--- config.mk ---
export PLATFORM = sky130hd
export DESIGN_NAME = dacwc_top
export DESIGN_NICKNAME = d
export VERILOG_FILES = /design/src/dacwc_frame_rx.v /design/src/dacwc_pin_sync.v /design/src/dacwc_top.v
export VERILOG_INCLUDE_DIRS = /design/src
export SDC_FILE = /design/constraint.sdc
export NUM_CORES = 1
export LEC_CHECK = 0
export CORE_MARGIN = 5
export CORE_UTILIZATION = 30
export CTS_BUF_LIST = sky130_fd_sc_hd__clkbuf_4 sky130_fd_sc_hd__clkbuf_8
export CTS_CLUSTER_DIAMETER = 80
export CTS_CLUSTER_SIZE = 16
export DETAILED_ROUTE_END_ITERATION = 7
export DONT_BUFFER_PORTS = 1
export PLACE_DENSITY = 0.46
export SETUP_SLACK_MARGIN = 0.02
export SKIP_CTS_REPAIR_TIMING = 1
export SYNTH_ARGS = -nofsm -noshare
export SYNTH_HDL_FRONTEND = slang
export SYNTH_SLANG_ARGS = --single-unit
--- constraint.sdc ---
create_clock -name clk -period 3 [get_ports clk]
set_clock_uncertainty 0.05 [all_clocks]
set_input_delay 0.15 -clock clk [delete_from_list [all_inputs] [get_ports clk]]
set_output_delay 0.15 -clock clk [all_outputs]
set_load 0.01 [all_outputs]
--- src/dacwc_defines.vh ---
// Constants shared by the converter write and control logic.
`ifndef DACWC_DEFINES_VH
`define DACWC_DEFINES_VH

// ****************************************
// Serial frame layout
// ****************************************
`define DACWC_FRAME_BITS 16
`define DACWC_FRAME_CNT_W 5
`define DACWC_FRAME_CNT_FULL 5'h10
`define DACWC_FRAME_CNT_OVER 5'h11
`define DACWC_BIT_KIND 15
`define DACWC_ADDR_HI 14
`define DACWC_ADDR_LO 11
`define DACWC_CHAN_HI 14
`define DACWC_CHAN_LO 12
`define DACWC_DATA_HI 11
`define DACWC_DATA_LO 0
`define DACWC_PINS_HI 7
`define DACWC_PINS_LO 0

// ****************************************
// Control register addresses
// ****************************************
`define DACWC_REG_LOADMODE 4'h7
`define DACWC_REG_GPCTL 4'h3
`define DACWC_REG_ADCCFG 4'h4
`define DACWC_REG_DACCFG 4'h5
`define DACWC_REG_PDCFG 4'h6
`define DACWC_REG_GPOCFG 4'h8
`define DACWC_REG_GPICFG 4'hA
`define DACWC_REG_ODCFG 4'hC
`define DACWC_REG_TSCFG 4'hD

// ****************************************
// General-purpose control and load mode fields
// ****************************************
`define DACWC_GP_PRECHARGE 9
`define DACWC_GP_BUF_EN 8
`define DACWC_GP_LOCK 7
`define DACWC_GP_BCAST 6
`define DACWC_GP_ADC_RANGE 5
`define DACWC_GP_DAC_RANGE 4
`define DACWC_LM_HI 1
`define DACWC_LM_LO 0

// ****************************************
// Load modes and pin functions
// ****************************************
`define DACWC_LM_IMMED 2'h0
`define DACWC_LM_HOLD 2'h1
`define DACWC_LM_ALL 2'h2
`define DACWC_PF_PULLDOWN 3'h0
`define DACWC_PF_ADC 3'h1
`define DACWC_PF_DAC 3'h2
`define DACWC_PF_DAC_ADC 3'h3
`define DACWC_PF_GPO 3'h4
`define DACWC_PF_GPI 3'h5
`define DACWC_PF_GPO_GPI 3'h6
`define DACWC_PF_TRISTATE 3'h7

// ****************************************
// Reset values
// ****************************************
`define DACWC_RST_BIT 1'h0
`define DACWC_RST_PINS 8'h00
`define DACWC_RST_PD_PINS 8'hFF
`define DACWC_RST_CODE 12'h000
`define DACWC_RST_LOADMODE 2'h0
`define DACWC_RST_PIN_SYNC 3'h3

`endif

--- src/dacwc_frame_rx.v ---
// Serial frame receiver: shifts on falling serial clock, ends on select high.
`timescale 1ns/10ps
module dacwc_frame_rx (
    input wire clk,
    input wire srst,
    input wire sync_n_lvl,
    input wire sclk_lvl,
    input wire sdi_lvl,
    output reg frame_ok_ff,
    output reg [15:0] frame_word_ff
);
`include "dacwc_defines.vh"

    reg sclk_prev_ff;
    reg sync_prev_ff;
    reg [15:0] shift_ff;
    reg [4:0] cnt_ff;
    wire sclk_fall;
    wire sync_rise;
    wire sync_fall;

    assign sclk_fall = sclk_prev_ff & ~sclk_lvl & ~sync_n_lvl;
    assign sync_rise = ~sync_prev_ff & sync_n_lvl;
    assign sync_fall = sync_prev_ff & ~sync_n_lvl;

    // ****************************************
    // Shift and execute
    // ****************************************
    always @(posedge clk) begin
        if (srst) begin
            sclk_prev_ff <= 1'h1;
            sync_prev_ff <= 1'h1;
            shift_ff <= 16'h0000;
            cnt_ff <= 5'h00;
            frame_ok_ff <= 1'h0;
            frame_word_ff <= 16'h0000;
        end else begin
            sclk_prev_ff <= sclk_lvl;
            sync_prev_ff <= sync_n_lvl;
            frame_ok_ff <= 1'h0;
            if (sync_fall) begin
                cnt_ff <= 5'h00;
            end else if (sclk_fall) begin
                shift_ff <= {shift_ff[14:0], sdi_lvl};
                if (cnt_ff != `DACWC_FRAME_CNT_OVER) begin
                    cnt_ff <= cnt_ff + 5'h01;
                end
            end
            // Short or long frames are dropped rather than guessed at.
            if (sync_rise && cnt_ff == `DACWC_FRAME_CNT_FULL) begin
                frame_ok_ff <= 1'h1;
                frame_word_ff <= shift_ff;
            end
        end
    end

endmodule // dacwc_frame_rx

--- src/dacwc_pin_sync.v ---
// Three-stage synchroniser with agreement filter for the serial pins.
`timescale 1ns/10ps
module dacwc_pin_sync (
    input wire clk,
    input wire srst,
    input wire [2:0] pins_raw,
    output reg [2:0] pins_lvl_ff
);
`include "dacwc_defines.vh"

    reg [2:0] meta_ff;
    reg [2:0] sync2_ff;
    reg [2:0] sync3_ff;
    wire [2:0] nxt_pins_lvl;

    // ****************************************
    // Sampling chain
    // ****************************************
    // A level is taken over only once stages two and three agree.
    assign nxt_pins_lvl = (sync2_ff & sync3_ff) |
        (~(sync2_ff ^ sync3_ff) & sync2_ff) |
        ((sync2_ff ^ sync3_ff) & pins_lvl_ff);

    always @(posedge clk) begin
        if (srst) begin
            meta_ff <= `DACWC_RST_PIN_SYNC;
            sync2_ff <= `DACWC_RST_PIN_SYNC;
            sync3_ff <= `DACWC_RST_PIN_SYNC;
            pins_lvl_ff <= `DACWC_RST_PIN_SYNC;
        end else begin
            meta_ff <= pins_raw;
            sync2_ff <= meta_ff;
            sync3_ff <= sync2_ff;
            pins_lvl_ff <= nxt_pins_lvl;
        end
    end

endmodule // dacwc_pin_sync

--- src/dacwc_top.v ---
// DAC write decoding, pin configuration and general-purpose control.
//
// Behaviour
// - Frame executes when select rises after sixteen edges.
// - Last pin write wins; DAC, output stay primary.
// - Channel field codes 0..7 pick channels 0..7.
// - Control frame address 0011 writes general control.
// - Host writes zero into reserved bits.
// - Bit five selects ADC input range.
// - Bit four selects DAC output range.
// - Lock bit blocks pin configuration writes.
// - Buffer enable bit powers the ADC buffer.
// - Precharge powers buffer only during conversions.
// - Broadcast writes load every DAC-configured channel.
// - Top bit set means DAC input write.
// - Load mode alone moves input to DAC.
// - Mode 00 copies new data immediately.
// - Mode 01 holds data in input registers.
// - Mode 10 copies all channels at once.
// - After mode 10, revert to 01 if previous.
// - Address 0101 writes DAC pin configuration bits.
// - Set bit makes that pin a DAC output.
`timescale 1ns/10ps
module dacwc_top (
    input wire clk,
    input wire srst,
    input wire sync_n,
    input wire sclk,
    input wire sdi,
    input wire conversion_active,
    output wire [95:0] dac_code,
    output reg [95:0] input_code_ff,
    output reg [7:0] analog_output_select_bits_ff,
    output reg [23:0] pin_function_ff,
    output reg [7:0] open_drain_bits_ff,
    output reg [1:0] dac_load_mode_ff,
    output reg adc_range_double_ff,
    output reg dac_range_double_ff,
    output reg adc_buffer_enable_ff,
    output reg adc_buffer_precharge_ff,
    output reg adc_buffer_power_ff,
    output reg pin_config_locked_ff,
    output reg broadcast_write_ff,
    output reg command_done_ff
);
`include "dacwc_defines.vh"

    // ****************************************
    // Pin function resolution
    // ****************************************
    // Returns a pin's function after one configuration bit is written.
    function [2:0] dacwc_next_func;
        input [2:0] cur;
        input [3:0] reg_addr;
        input bit_val;
        reg is_dac;
        reg is_adc;
        reg is_gpo;
        reg is_gpi;
        begin
            is_dac = (cur == `DACWC_PF_DAC) || (cur == `DACWC_PF_DAC_ADC);
            is_adc = (cur == `DACWC_PF_ADC) || (cur == `DACWC_PF_DAC_ADC);
            is_gpo = (cur == `DACWC_PF_GPO) || (cur == `DACWC_PF_GPO_GPI);
            is_gpi = (cur == `DACWC_PF_GPI) || (cur == `DACWC_PF_GPO_GPI);
            dacwc_next_func = cur;
            case (reg_addr)
                `DACWC_REG_ADCCFG: begin
                    if (bit_val) begin
                        dacwc_next_func = is_dac ? `DACWC_PF_DAC_ADC :
                            `DACWC_PF_ADC;
                    end else if (cur == `DACWC_PF_ADC) begin
                        dacwc_next_func = `DACWC_PF_PULLDOWN;
                    end else if (cur == `DACWC_PF_DAC_ADC) begin
                        dacwc_next_func = `DACWC_PF_DAC;
                    end
                end
                `DACWC_REG_DACCFG: begin
                    if (bit_val) begin
                        dacwc_next_func = is_adc ? `DACWC_PF_DAC_ADC :
                            `DACWC_PF_DAC;
                    end else if (cur == `DACWC_PF_DAC) begin
                        dacwc_next_func = `DACWC_PF_PULLDOWN;
                    end else if (cur == `DACWC_PF_DAC_ADC) begin
                        dacwc_next_func = `DACWC_PF_ADC;
                    end
                end
                `DACWC_REG_GPOCFG: begin
                    if (bit_val) begin
                        dacwc_next_func = is_gpi ? `DACWC_PF_GPO_GPI :
                            `DACWC_PF_GPO;
                    end else if (cur == `DACWC_PF_GPO) begin
                        dacwc_next_func = `DACWC_PF_PULLDOWN;
                    end else if (cur == `DACWC_PF_GPO_GPI) begin
                        dacwc_next_func = `DACWC_PF_GPI;
                    end
                end
                `DACWC_REG_GPICFG: begin
                    if (bit_val) begin
                        dacwc_next_func = is_gpo ? `DACWC_PF_GPO_GPI :
                            `DACWC_PF_GPI;
                    end else if (cur == `DACWC_PF_GPI) begin
                        dacwc_next_func = `DACWC_PF_PULLDOWN;
                    end else if (cur == `DACWC_PF_GPO_GPI) begin
                        dacwc_next_func = `DACWC_PF_GPO;
                    end
                end
                `DACWC_REG_PDCFG: begin
                    if (bit_val) begin
                        dacwc_next_func = `DACWC_PF_PULLDOWN;
                    end
                end
                `DACWC_REG_TSCFG: begin
                    if (bit_val) begin
                        dacwc_next_func = `DACWC_PF_TRISTATE;
                    end else if (cur == `DACWC_PF_TRISTATE) begin
                        dacwc_next_func = `DACWC_PF_PULLDOWN;
                    end
                end
                default: begin
                    dacwc_next_func = cur;
                end
            endcase
        end
    endfunction

    // ****************************************
    // Pin sampling and frame reception
    // ****************************************
    wire [2:0] pins_lvl;
    wire frame_ok;
    wire [15:0] frame_word;

    dacwc_pin_sync u_pin_sync (
        .clk(clk),
        .srst(srst),
        .pins_raw({sdi, sclk, sync_n}),
        .pins_lvl_ff(pins_lvl)
    );

    dacwc_frame_rx u_frame_rx (
        .clk(clk),
        .srst(srst),
        .sync_n_lvl(pins_lvl[0]),
        .sclk_lvl(pins_lvl[1]),
        .sdi_lvl(pins_lvl[2]),
        .frame_ok_ff(frame_ok),
        .frame_word_ff(frame_word)
    );

    // ****************************************
    // Frame decoding
    // ****************************************
    wire is_dac_write;
    wire is_ctrl;
    wire [3:0] reg_addr;
    wire [2:0] chan;
    wire [11:0] data_code;
    wire [7:0] pin_bits;
    wire wr_gpctl;
    wire wr_loadmode;
    wire wr_pincfg;
    wire cfg_addr;
    wire [1:0] req_mode;
    wire [7:0] dac_pin_mask;
    wire [7:0] write_hit;
    wire load_all;
    reg [11:0] input_reg_ff [0:7];
    reg [11:0] dac_reg_ff [0:7];

    assign is_dac_write = frame_ok & frame_word[`DACWC_BIT_KIND];
    assign is_ctrl = frame_ok & ~frame_word[`DACWC_BIT_KIND];
    assign reg_addr = frame_word[`DACWC_ADDR_HI:`DACWC_ADDR_LO];
    assign chan = frame_word[`DACWC_CHAN_HI:`DACWC_CHAN_LO];
    assign data_code = frame_word[`DACWC_DATA_HI:`DACWC_DATA_LO];
    assign pin_bits = frame_word[`DACWC_PINS_HI:`DACWC_PINS_LO];
    assign wr_gpctl = is_ctrl && (reg_addr == `DACWC_REG_GPCTL);
    assign wr_loadmode = is_ctrl && (reg_addr == `DACWC_REG_LOADMODE);
    assign req_mode = frame_word[`DACWC_LM_HI:`DACWC_LM_LO];
    assign cfg_addr = (reg_addr == `DACWC_REG_ADCCFG) ||
        (reg_addr == `DACWC_REG_DACCFG) ||
        (reg_addr == `DACWC_REG_PDCFG) ||
        (reg_addr == `DACWC_REG_GPOCFG) ||
        (reg_addr == `DACWC_REG_GPICFG) ||
        (reg_addr == `DACWC_REG_ODCFG) ||
        (reg_addr == `DACWC_REG_TSCFG);
    // Reserved bits are simply not looked at.
    assign wr_pincfg = is_ctrl && cfg_addr && !pin_config_locked_ff;

    // A channel counts as a DAC while its resolved function drives it.
    genvar g;
    generate
        for (g = 0; g < 8; g = g + 1) begin : g_mask
            assign dac_pin_mask[g] =
                (pin_function_ff[g*3+:3] == `DACWC_PF_DAC) ||
                (pin_function_ff[g*3+:3] == `DACWC_PF_DAC_ADC);
            assign dac_code[g*12+:12] = dac_reg_ff[g];
        end
    endgenerate

    assign write_hit = broadcast_write_ff ? dac_pin_mask :
        (8'h01 << chan);
    assign load_all = wr_loadmode && (req_mode == `DACWC_LM_ALL);

    // ****************************************
    // General-purpose control register
    // ****************************************
    always @(posedge clk) begin
        if (srst) begin
            adc_range_double_ff <= `DACWC_RST_BIT;
            dac_range_double_ff <= `DACWC_RST_BIT;
            adc_buffer_enable_ff <= `DACWC_RST_BIT;
            adc_buffer_precharge_ff <= `DACWC_RST_BIT;
            pin_config_locked_ff <= `DACWC_RST_BIT;
            broadcast_write_ff <= `DACWC_RST_BIT;
        end else if (wr_gpctl) begin
            adc_range_double_ff <= frame_word[`DACWC_GP_ADC_RANGE];
            dac_range_double_ff <= frame_word[`DACWC_GP_DAC_RANGE];
            adc_buffer_enable_ff <= frame_word[`DACWC_GP_BUF_EN];
            adc_buffer_precharge_ff <= frame_word[`DACWC_GP_PRECHARGE];
            pin_config_locked_ff <= frame_word[`DACWC_GP_LOCK];
            broadcast_write_ff <= frame_word[`DACWC_GP_BCAST];
        end
    end

    // ****************************************
    // ADC buffer power
    // ****************************************
    // With precharge the buffer rests between conversions to save current.
    wire nxt_adc_buffer_power;

    assign nxt_adc_buffer_power = adc_buffer_enable_ff &&
        (!adc_buffer_precharge_ff || conversion_active);

    always @(posedge clk) begin
        if (srst) begin
            adc_buffer_power_ff <= `DACWC_RST_BIT;
        end else begin
            adc_buffer_power_ff <= nxt_adc_buffer_power;
        end
    end

    // ****************************************
    // Pin configuration registers
    // ****************************************
    reg [7:0] adc_cfg_ff;
    reg [7:0] pd_cfg_ff;
    reg [7:0] gpo_cfg_ff;
    reg [7:0] gpi_cfg_ff;
    reg [7:0] ts_cfg_ff;
    integer p;

    always @(posedge clk) begin
        if (srst) begin
            analog_output_select_bits_ff <= `DACWC_RST_PINS;
            adc_cfg_ff <= `DACWC_RST_PINS;
            pd_cfg_ff <= `DACWC_RST_PD_PINS;
            gpo_cfg_ff <= `DACWC_RST_PINS;
            gpi_cfg_ff <= `DACWC_RST_PINS;
            ts_cfg_ff <= `DACWC_RST_PINS;
            open_drain_bits_ff <= `DACWC_RST_PINS;
            for (p = 0; p < 8; p = p + 1) begin
                pin_function_ff[p*3+:3] <= `DACWC_PF_PULLDOWN;
            end
        end else if (wr_pincfg) begin
            case (reg_addr)
                `DACWC_REG_DACCFG: begin
                    analog_output_select_bits_ff <= pin_bits;
                end
                `DACWC_REG_ADCCFG: begin
                    adc_cfg_ff <= pin_bits;
                end
                `DACWC_REG_PDCFG: begin
                    pd_cfg_ff <= pin_bits;
                end
                `DACWC_REG_GPOCFG: begin
                    gpo_cfg_ff <= pin_bits;
                end
                `DACWC_REG_GPICFG: begin
                    gpi_cfg_ff <= pin_bits;
                end
                `DACWC_REG_TSCFG: begin
                    ts_cfg_ff <= pin_bits;
                end
                `DACWC_REG_ODCFG: begin
                    open_drain_bits_ff <= pin_bits;
                end
                default: begin
                    open_drain_bits_ff <= open_drain_bits_ff;
                end
            endcase
            for (p = 0; p < 8; p = p + 1) begin
                pin_function_ff[p*3+:3] <= dacwc_next_func(
                    pin_function_ff[p*3+:3], reg_addr, pin_bits[p]);
            end
        end
    end

    // ****************************************
    // Load mode register
    // ****************************************
    always @(posedge clk) begin
        if (srst) begin
            dac_load_mode_ff <= `DACWC_RST_LOADMODE;
        end else if (wr_loadmode) begin
            case (req_mode)
                `DACWC_LM_IMMED: begin
                    dac_load_mode_ff <= `DACWC_LM_IMMED;
                end
                `DACWC_LM_HOLD: begin
                    dac_load_mode_ff <= `DACWC_LM_HOLD;
                end
                `DACWC_LM_ALL: begin
                    // The one-shot transfer never persists as a mode.
                    dac_load_mode_ff <= dac_load_mode_ff;
                end
                default: begin
                    dac_load_mode_ff <= dac_load_mode_ff;
                end
            endcase
        end
    end

    // ****************************************
    // Input and DAC registers
    // ****************************************
    integer c;

    always @(posedge clk) begin
        if (srst) begin
            for (c = 0; c < 8; c = c + 1) begin
                input_reg_ff[c] <= `DACWC_RST_CODE;
                dac_reg_ff[c] <= `DACWC_RST_CODE;
            end
        end else if (is_dac_write) begin
            for (c = 0; c < 8; c = c + 1) begin
                if (write_hit[c]) begin
                    input_reg_ff[c] <= data_code;
                    if (dac_load_mode_ff == `DACWC_LM_IMMED) begin
                        dac_reg_ff[c] <= data_code;
                    end
                end
            end
        end else if (load_all) begin
            for (c = 0; c < 8; c = c + 1) begin
                dac_reg_ff[c] <= input_reg_ff[c];
            end
        end
    end
    // Outside mode 00 and the one-shot, DAC registers keep their value.

    // ****************************************
    // Status outputs
    // ****************************************
    integer s;

    always @(posedge clk) begin
        if (srst) begin
            input_code_ff <= 96'h0;
            command_done_ff <= 1'h0;
        end else begin
            for (s = 0; s < 8; s = s + 1) begin
                input_code_ff[s*12+:12] <= input_reg_ff[s];
            end
            command_done_ff <= frame_ok;
        end
    end

endmodule // dacwc_top

Word-level counts from Yosys, hierarchy flattened
Memory sizes are Yosys's and may differ from the RTL's. Index checks and enable logic that the tools add are counted.

Bits in writable memories: 192. Logic and storage cells: 517. Memories: 2. Output and inout port bits: 242. Flip-flop bits (word level): 198. Bits of input ports: 6.

Shift operators: 1. Equality and inequality tests: 117. $add $sub $neg: 1. Bitwise logic cells: 42. Reduce and logical (&&, ||, !) cells: 66. Multiplexer cells: 258.

Memory list: dac_reg_ff (depth 8, width 12, rd ports 8, clocked after Yosys merged registers in 0, write ports 8, line dacwc_top.v:168) `reg [11:0] dac_reg_ff [0:7];`; input_reg_ff (depth 8, width 12, rd ports 8, clocked after Yosys merged registers in 0, write ports 8, line dacwc_top.v:167) `reg [11:0] input_reg_ff [0:7];`.

Operators with widths (number): $mux 3 (120); $mux 12 (24); $pmux 3 s6 (8); $ne 4x1->1 const B (32); $eq 3x3->1 const B (32); $mux 1 (80); $reduce_and 8->1 (8); $eq 3x2->1 const B (16); $mux 2 (24); $logic_or 1x1->1 (39); $eq 3x1->1 const B (8); $ne 3x1->1 const B (8); $or 1x1->1 (24); $eq 4x3->1 const B (4); $eq 4x4->1 const B (4); $ne 2x1->1 const B (8); $reduce_and 2->1 (5); $and 3x3->3 (3); $mux 8 (1); $shl 1x3->8 const A (1); $logic_and 1x1->1 (7); $and 1x1->1 (6); $or 3x3->3 (2); $reduce_bool 6->1 (1); other kinds (14) (20).

Depth between registers and ports, before layout
Depth in word-level cells: 10. Mapped depth: 10. Gate-level depth less buffers: 6.

Cells and area by module
From an unflattened synthesis, not the netlist that was laid out.

Cells, all modules: 1397. Area total of the unflattened synthesis: 15698.8 um^2.

Modules (own cells, without submodules): dacwc_top (area an instance 13715.7 um^2, times used 1, cells an instance 1216, seq. area each 8668.3 um^2); dacwc_frame_rx (area an instance 1609.0 um^2, times used 1, cells an instance 152, seq. area each 800.8 um^2); dacwc_pin_sync (area an instance 374.1 um^2, times used 1, cells an instance 29, seq. area each 240.2 um^2).

Worst setup path after synthesis
No wires, ideal clock.

Path kind: register to register. From: register u_frame_rx.frame_word_ff[12]. To: memory dac_reg_ff[6][0] (netlist: dac_reg_ff[1][24]), enable pin. Required time: 2550 ps. Path buffers: 4. Setup time: 400 ps. Clock period less this slack: 2679 ps. Setup slack: 321 ps. Arrival time: 2229 ps. Cell stages (with the launch flop): 8. Cell sequence: dfxtp_1 > buf_2 > buf_6 > buf_2 > buf_2 > nor4bb_1 > a21oi_1 > o31ai_1.

RTL lines: from (decl) (line dacwc_frame_rx.v:10) `output reg [15:0] frame_word_ff`; from (signal assigned) (line dacwc_frame_rx.v:52) `frame_word_ff <= shift_ff;`; to (decl) (line dacwc_top.v:168).

==> flow_summary.ini <==
[outcome]
violations = negative hold slack
status = complete, but fails checks

[run]
maxCapViolCount = 0

[layout]
fillers = 5137
area_growth_pct = 14.2
fin_nets = 1479
postLayoutCellArea_um2 = 17800
drive_gt1_frac = 0.106

[placed_design]
dpl_worst_slack_ns = 0.246
routabilityCongestion = 0.834
io_buffers = 0
place_area_um2 = 16500
place_hpwl_mm = 34.5

[timing]
fin_ws_ns = 0.183
setup-tns-final_ns = 0
drv_slew = 0
hold_viol_final = 2
rsz0062_at_grt = false
setup_viol = 0
tightest_slew_ns = 0.896
post-route-min-period_ns = 2.82
timing.fmax_ghz = 0.355
fin_hold_ws_ns = -0.00531
finalCritPeriodShare = 0.939
slew_headroom = 0.400

[synth]
yosysUniqueCellTypes = 76
synth_area_um2 = 15600
synthSimpleGateAreaFrac = 0.167
ys_seq_area_frac = 0.621
syn_inst = 1422
synth-compound-area-share = 0.125
synthArstFlopShare = 0
syn-num-nets = 1434
synth_enable_flop_cells = 192
synth_xor_area_frac = 0.0118
synth_mux_area_frac = 0.0286
synth_top_family_by_area = simple AND/OR/NAND/NOR gates
synthAdderAreaFrac = 0.00481
syn_avg_cell_area_um2 = 11.0
synth_top_flop_cell = dfxtp_1
ys_warn_count = 0
ys_seq_elements = 389

[global_routing]
antenna_found_initial = 1
grt_usage = 0.169
grt_max_degree = 227
overflow = 0
grt_pass1_wl_mm = 72.9
grt_pass1_vias = 10400

[clock_network]
clockRootBuffer = clkbuf_8
clockBufferDepth = 3
clk_pin_slew_ns = 0.11
numCtsBuffers = 34
clock-sinks = 389
htreeDepth = 2
cts_tree = done
clkLatencyLatePin_ns = 0.61

[detailed_routing]
routed_wl_mm = 50.8
antenna_left = 0
top_layer_used = met4
wl_met1_mm = 22.1
avgViaCountPerCell = 5.00
drtIter0Drc = 772
vias = 10900
route.met2.wl_mm = 24.1
wl_met3_mm = 3.55
first_pass_iters = 6
wl_per_cell_um = 23.4
drcViolationCount = 0

[die]
pin_count = 248
die_w_um = 238
die_area_um2 = 56700
initial_core_util = 0.304
fp.dieH_um = 238
rows = 83
core_um2 = 51400

[critical_path]
end_kind = register
cp_top_family = simple AND/OR/NAND/NOR gates
cp_max_fo = 18
cp_slowest_cell = nor2_1
startpoint_type = register
arrival_ns = 3.23
critPathKind = reg2reg
path_cells = buf_4 -> nor2b_1 -> nand3b_1 -> a21o_1 -> nor2_1 -> a22oi_1 -> nor2_1
crit_top_cell = nor2_1
critical_path_buf_inv_count = 1
cpPeakStageDelay_ns = 0.71
cp.required_ns = 3.42

[power]
power_density_nw_per_um2 = 533
max-vdd-ir-drop_uv = 279
leakage_nw = 6.38

[min_path]
worstHoldPathType = in2reg
sequential cells by signal, summed over array words and instances (netlist names), 3 cells and up:
signal and count:
u_frame_rx.shift_ff 16, input_code_ff 96, u_pin_sync.sync3_ff 3, input_reg_ff 96
pin_function_ff 24, u_frame_rx.cnt_ff 5, u_pin_sync.meta_ff 3, dac_reg_ff 96
u_frame_rx.frame_word_ff 16, u_pin_sync.pins_lvl_ff 3, open_drain_bits_ff 8, analog_output_select_bits_ff 8
u_pin_sync.sync2_ff 3
placed cells by master, fill, tap and decap left out, types with 7 or more instances in the layout:
master	netlist	layout
mux2i_1	39	39
nor3b_1	8	8
o21ai_1	3	9
nand3_1	23	23
a22o_1	48	48
clkbuf_4	0	15
xor2_1	8	8
buf_4	5	67
o21ai_0	60	54
nor3_1	12	12
a21oi_1	71	71
nor2_1	189	188
o21a_1	7	7
a31oi_1	12	12
or2_2	9	9
xnor2_1	13	13
clkbuf_8	0	37
dlygate4sd3_1	0	56
nand2_1	110	110
edfxtp_1	192	192
a22oi_1	24	24
dfxtp_1	197	197
inv_1	35	35
nor2b_1	112	112
and4_1	10	10
per-layer routing:
| layer | GRT usage | up-vias |
|---|---|---|
| met5 | 0 | - |
| met4 | 0.0430 | 0 |
| met3 | 0.0481 | 71 |
| met2 | 0.276 | 332 |
| met1 | 0.225 | 5396 |
| li1 | - | 5076 |
cell usage after synthesis, types with 23 or more instances:
master    count  share of area
dfxtp_1     197           0.25
edfxtp_1    192           0.37
nor2_1      189          0.045
nor2b_1     112          0.045
nand2_1     110          0.026
clkbuf_1     81          0.019
a21oi_1      71          0.023
o21ai_0      60          0.019
a22o_1       48          0.027
mux2i_1      39          0.025
inv_1        35         0.0084
a22oi_1      24          0.012
nand3_1      23         0.0074
through the flow:
step                      total power, mW  std cells   util
after floorplan                      6.10       1422      -
after detailed placement             6.18       2054  0.321
after CTS                            9.59       2116  0.336
final                                9.51       2174  0.347
after global placement               6.18       2054  0.321
after global routing                 9.89       2174  0.347
where the power goes:
part	total, mW	switching (mW)	internal, mW	leakage, nW
clock	3.38	1.92	1.46	0.386
combinational	0.229	0.143	0.0862	2.48
sequential	5.90	0.163	5.74	3.51
total	9.51	2.22	7.29	6.38
kinds of logic after synthesis:
logic type | after synthesis
compound gates | 285
xor+xnor | 21
fa+ha+maj | 6
buf+inv | 152
flops | 389
mux | 44
other cells | 1
simple gates | 524
cell type report:
cell class              count  area, µm²  share of cell area
flip-flops and latches    389       9710               0.544
multi-input cells         881       5290               0.297
clock buffers              52        622              0.0349
inverters                  36        135             0.00758
well taps                 680        851              0.0477
repair buffers            125       1110              0.0623
diodes                      1       2.50            0.000140
clock inverters            10        114             0.00638
worst register-to-register path: stages (launching register included):
cell	delay, ns
dfxtp_1	0.70
buf_4	0.26
nor2b_1	0.24
nand3b_1	0.12
a21o_1	0.28
nor2_1	0.71
a22oi_1	0.22
nor2_1	0.12
final timing paths:
check	cells past startpoint	slack, ns	endpoint	from
max reg2reg	7	0.18	dac_reg_ff[1][21]	u_frame_rx.frame_word_ff[14]
min reg2reg	1	0.36	u_pin_sync.sync2_ff[1]	u_pin_sync.meta_ff[1]
min	2	-0.005	pin_function_ff[19]	srst
max	7	0.18	dac_reg_ff[1][21]	u_frame_rx.frame_word_ff[14]
No activity file was read; power rests on OpenSTA's default activity.
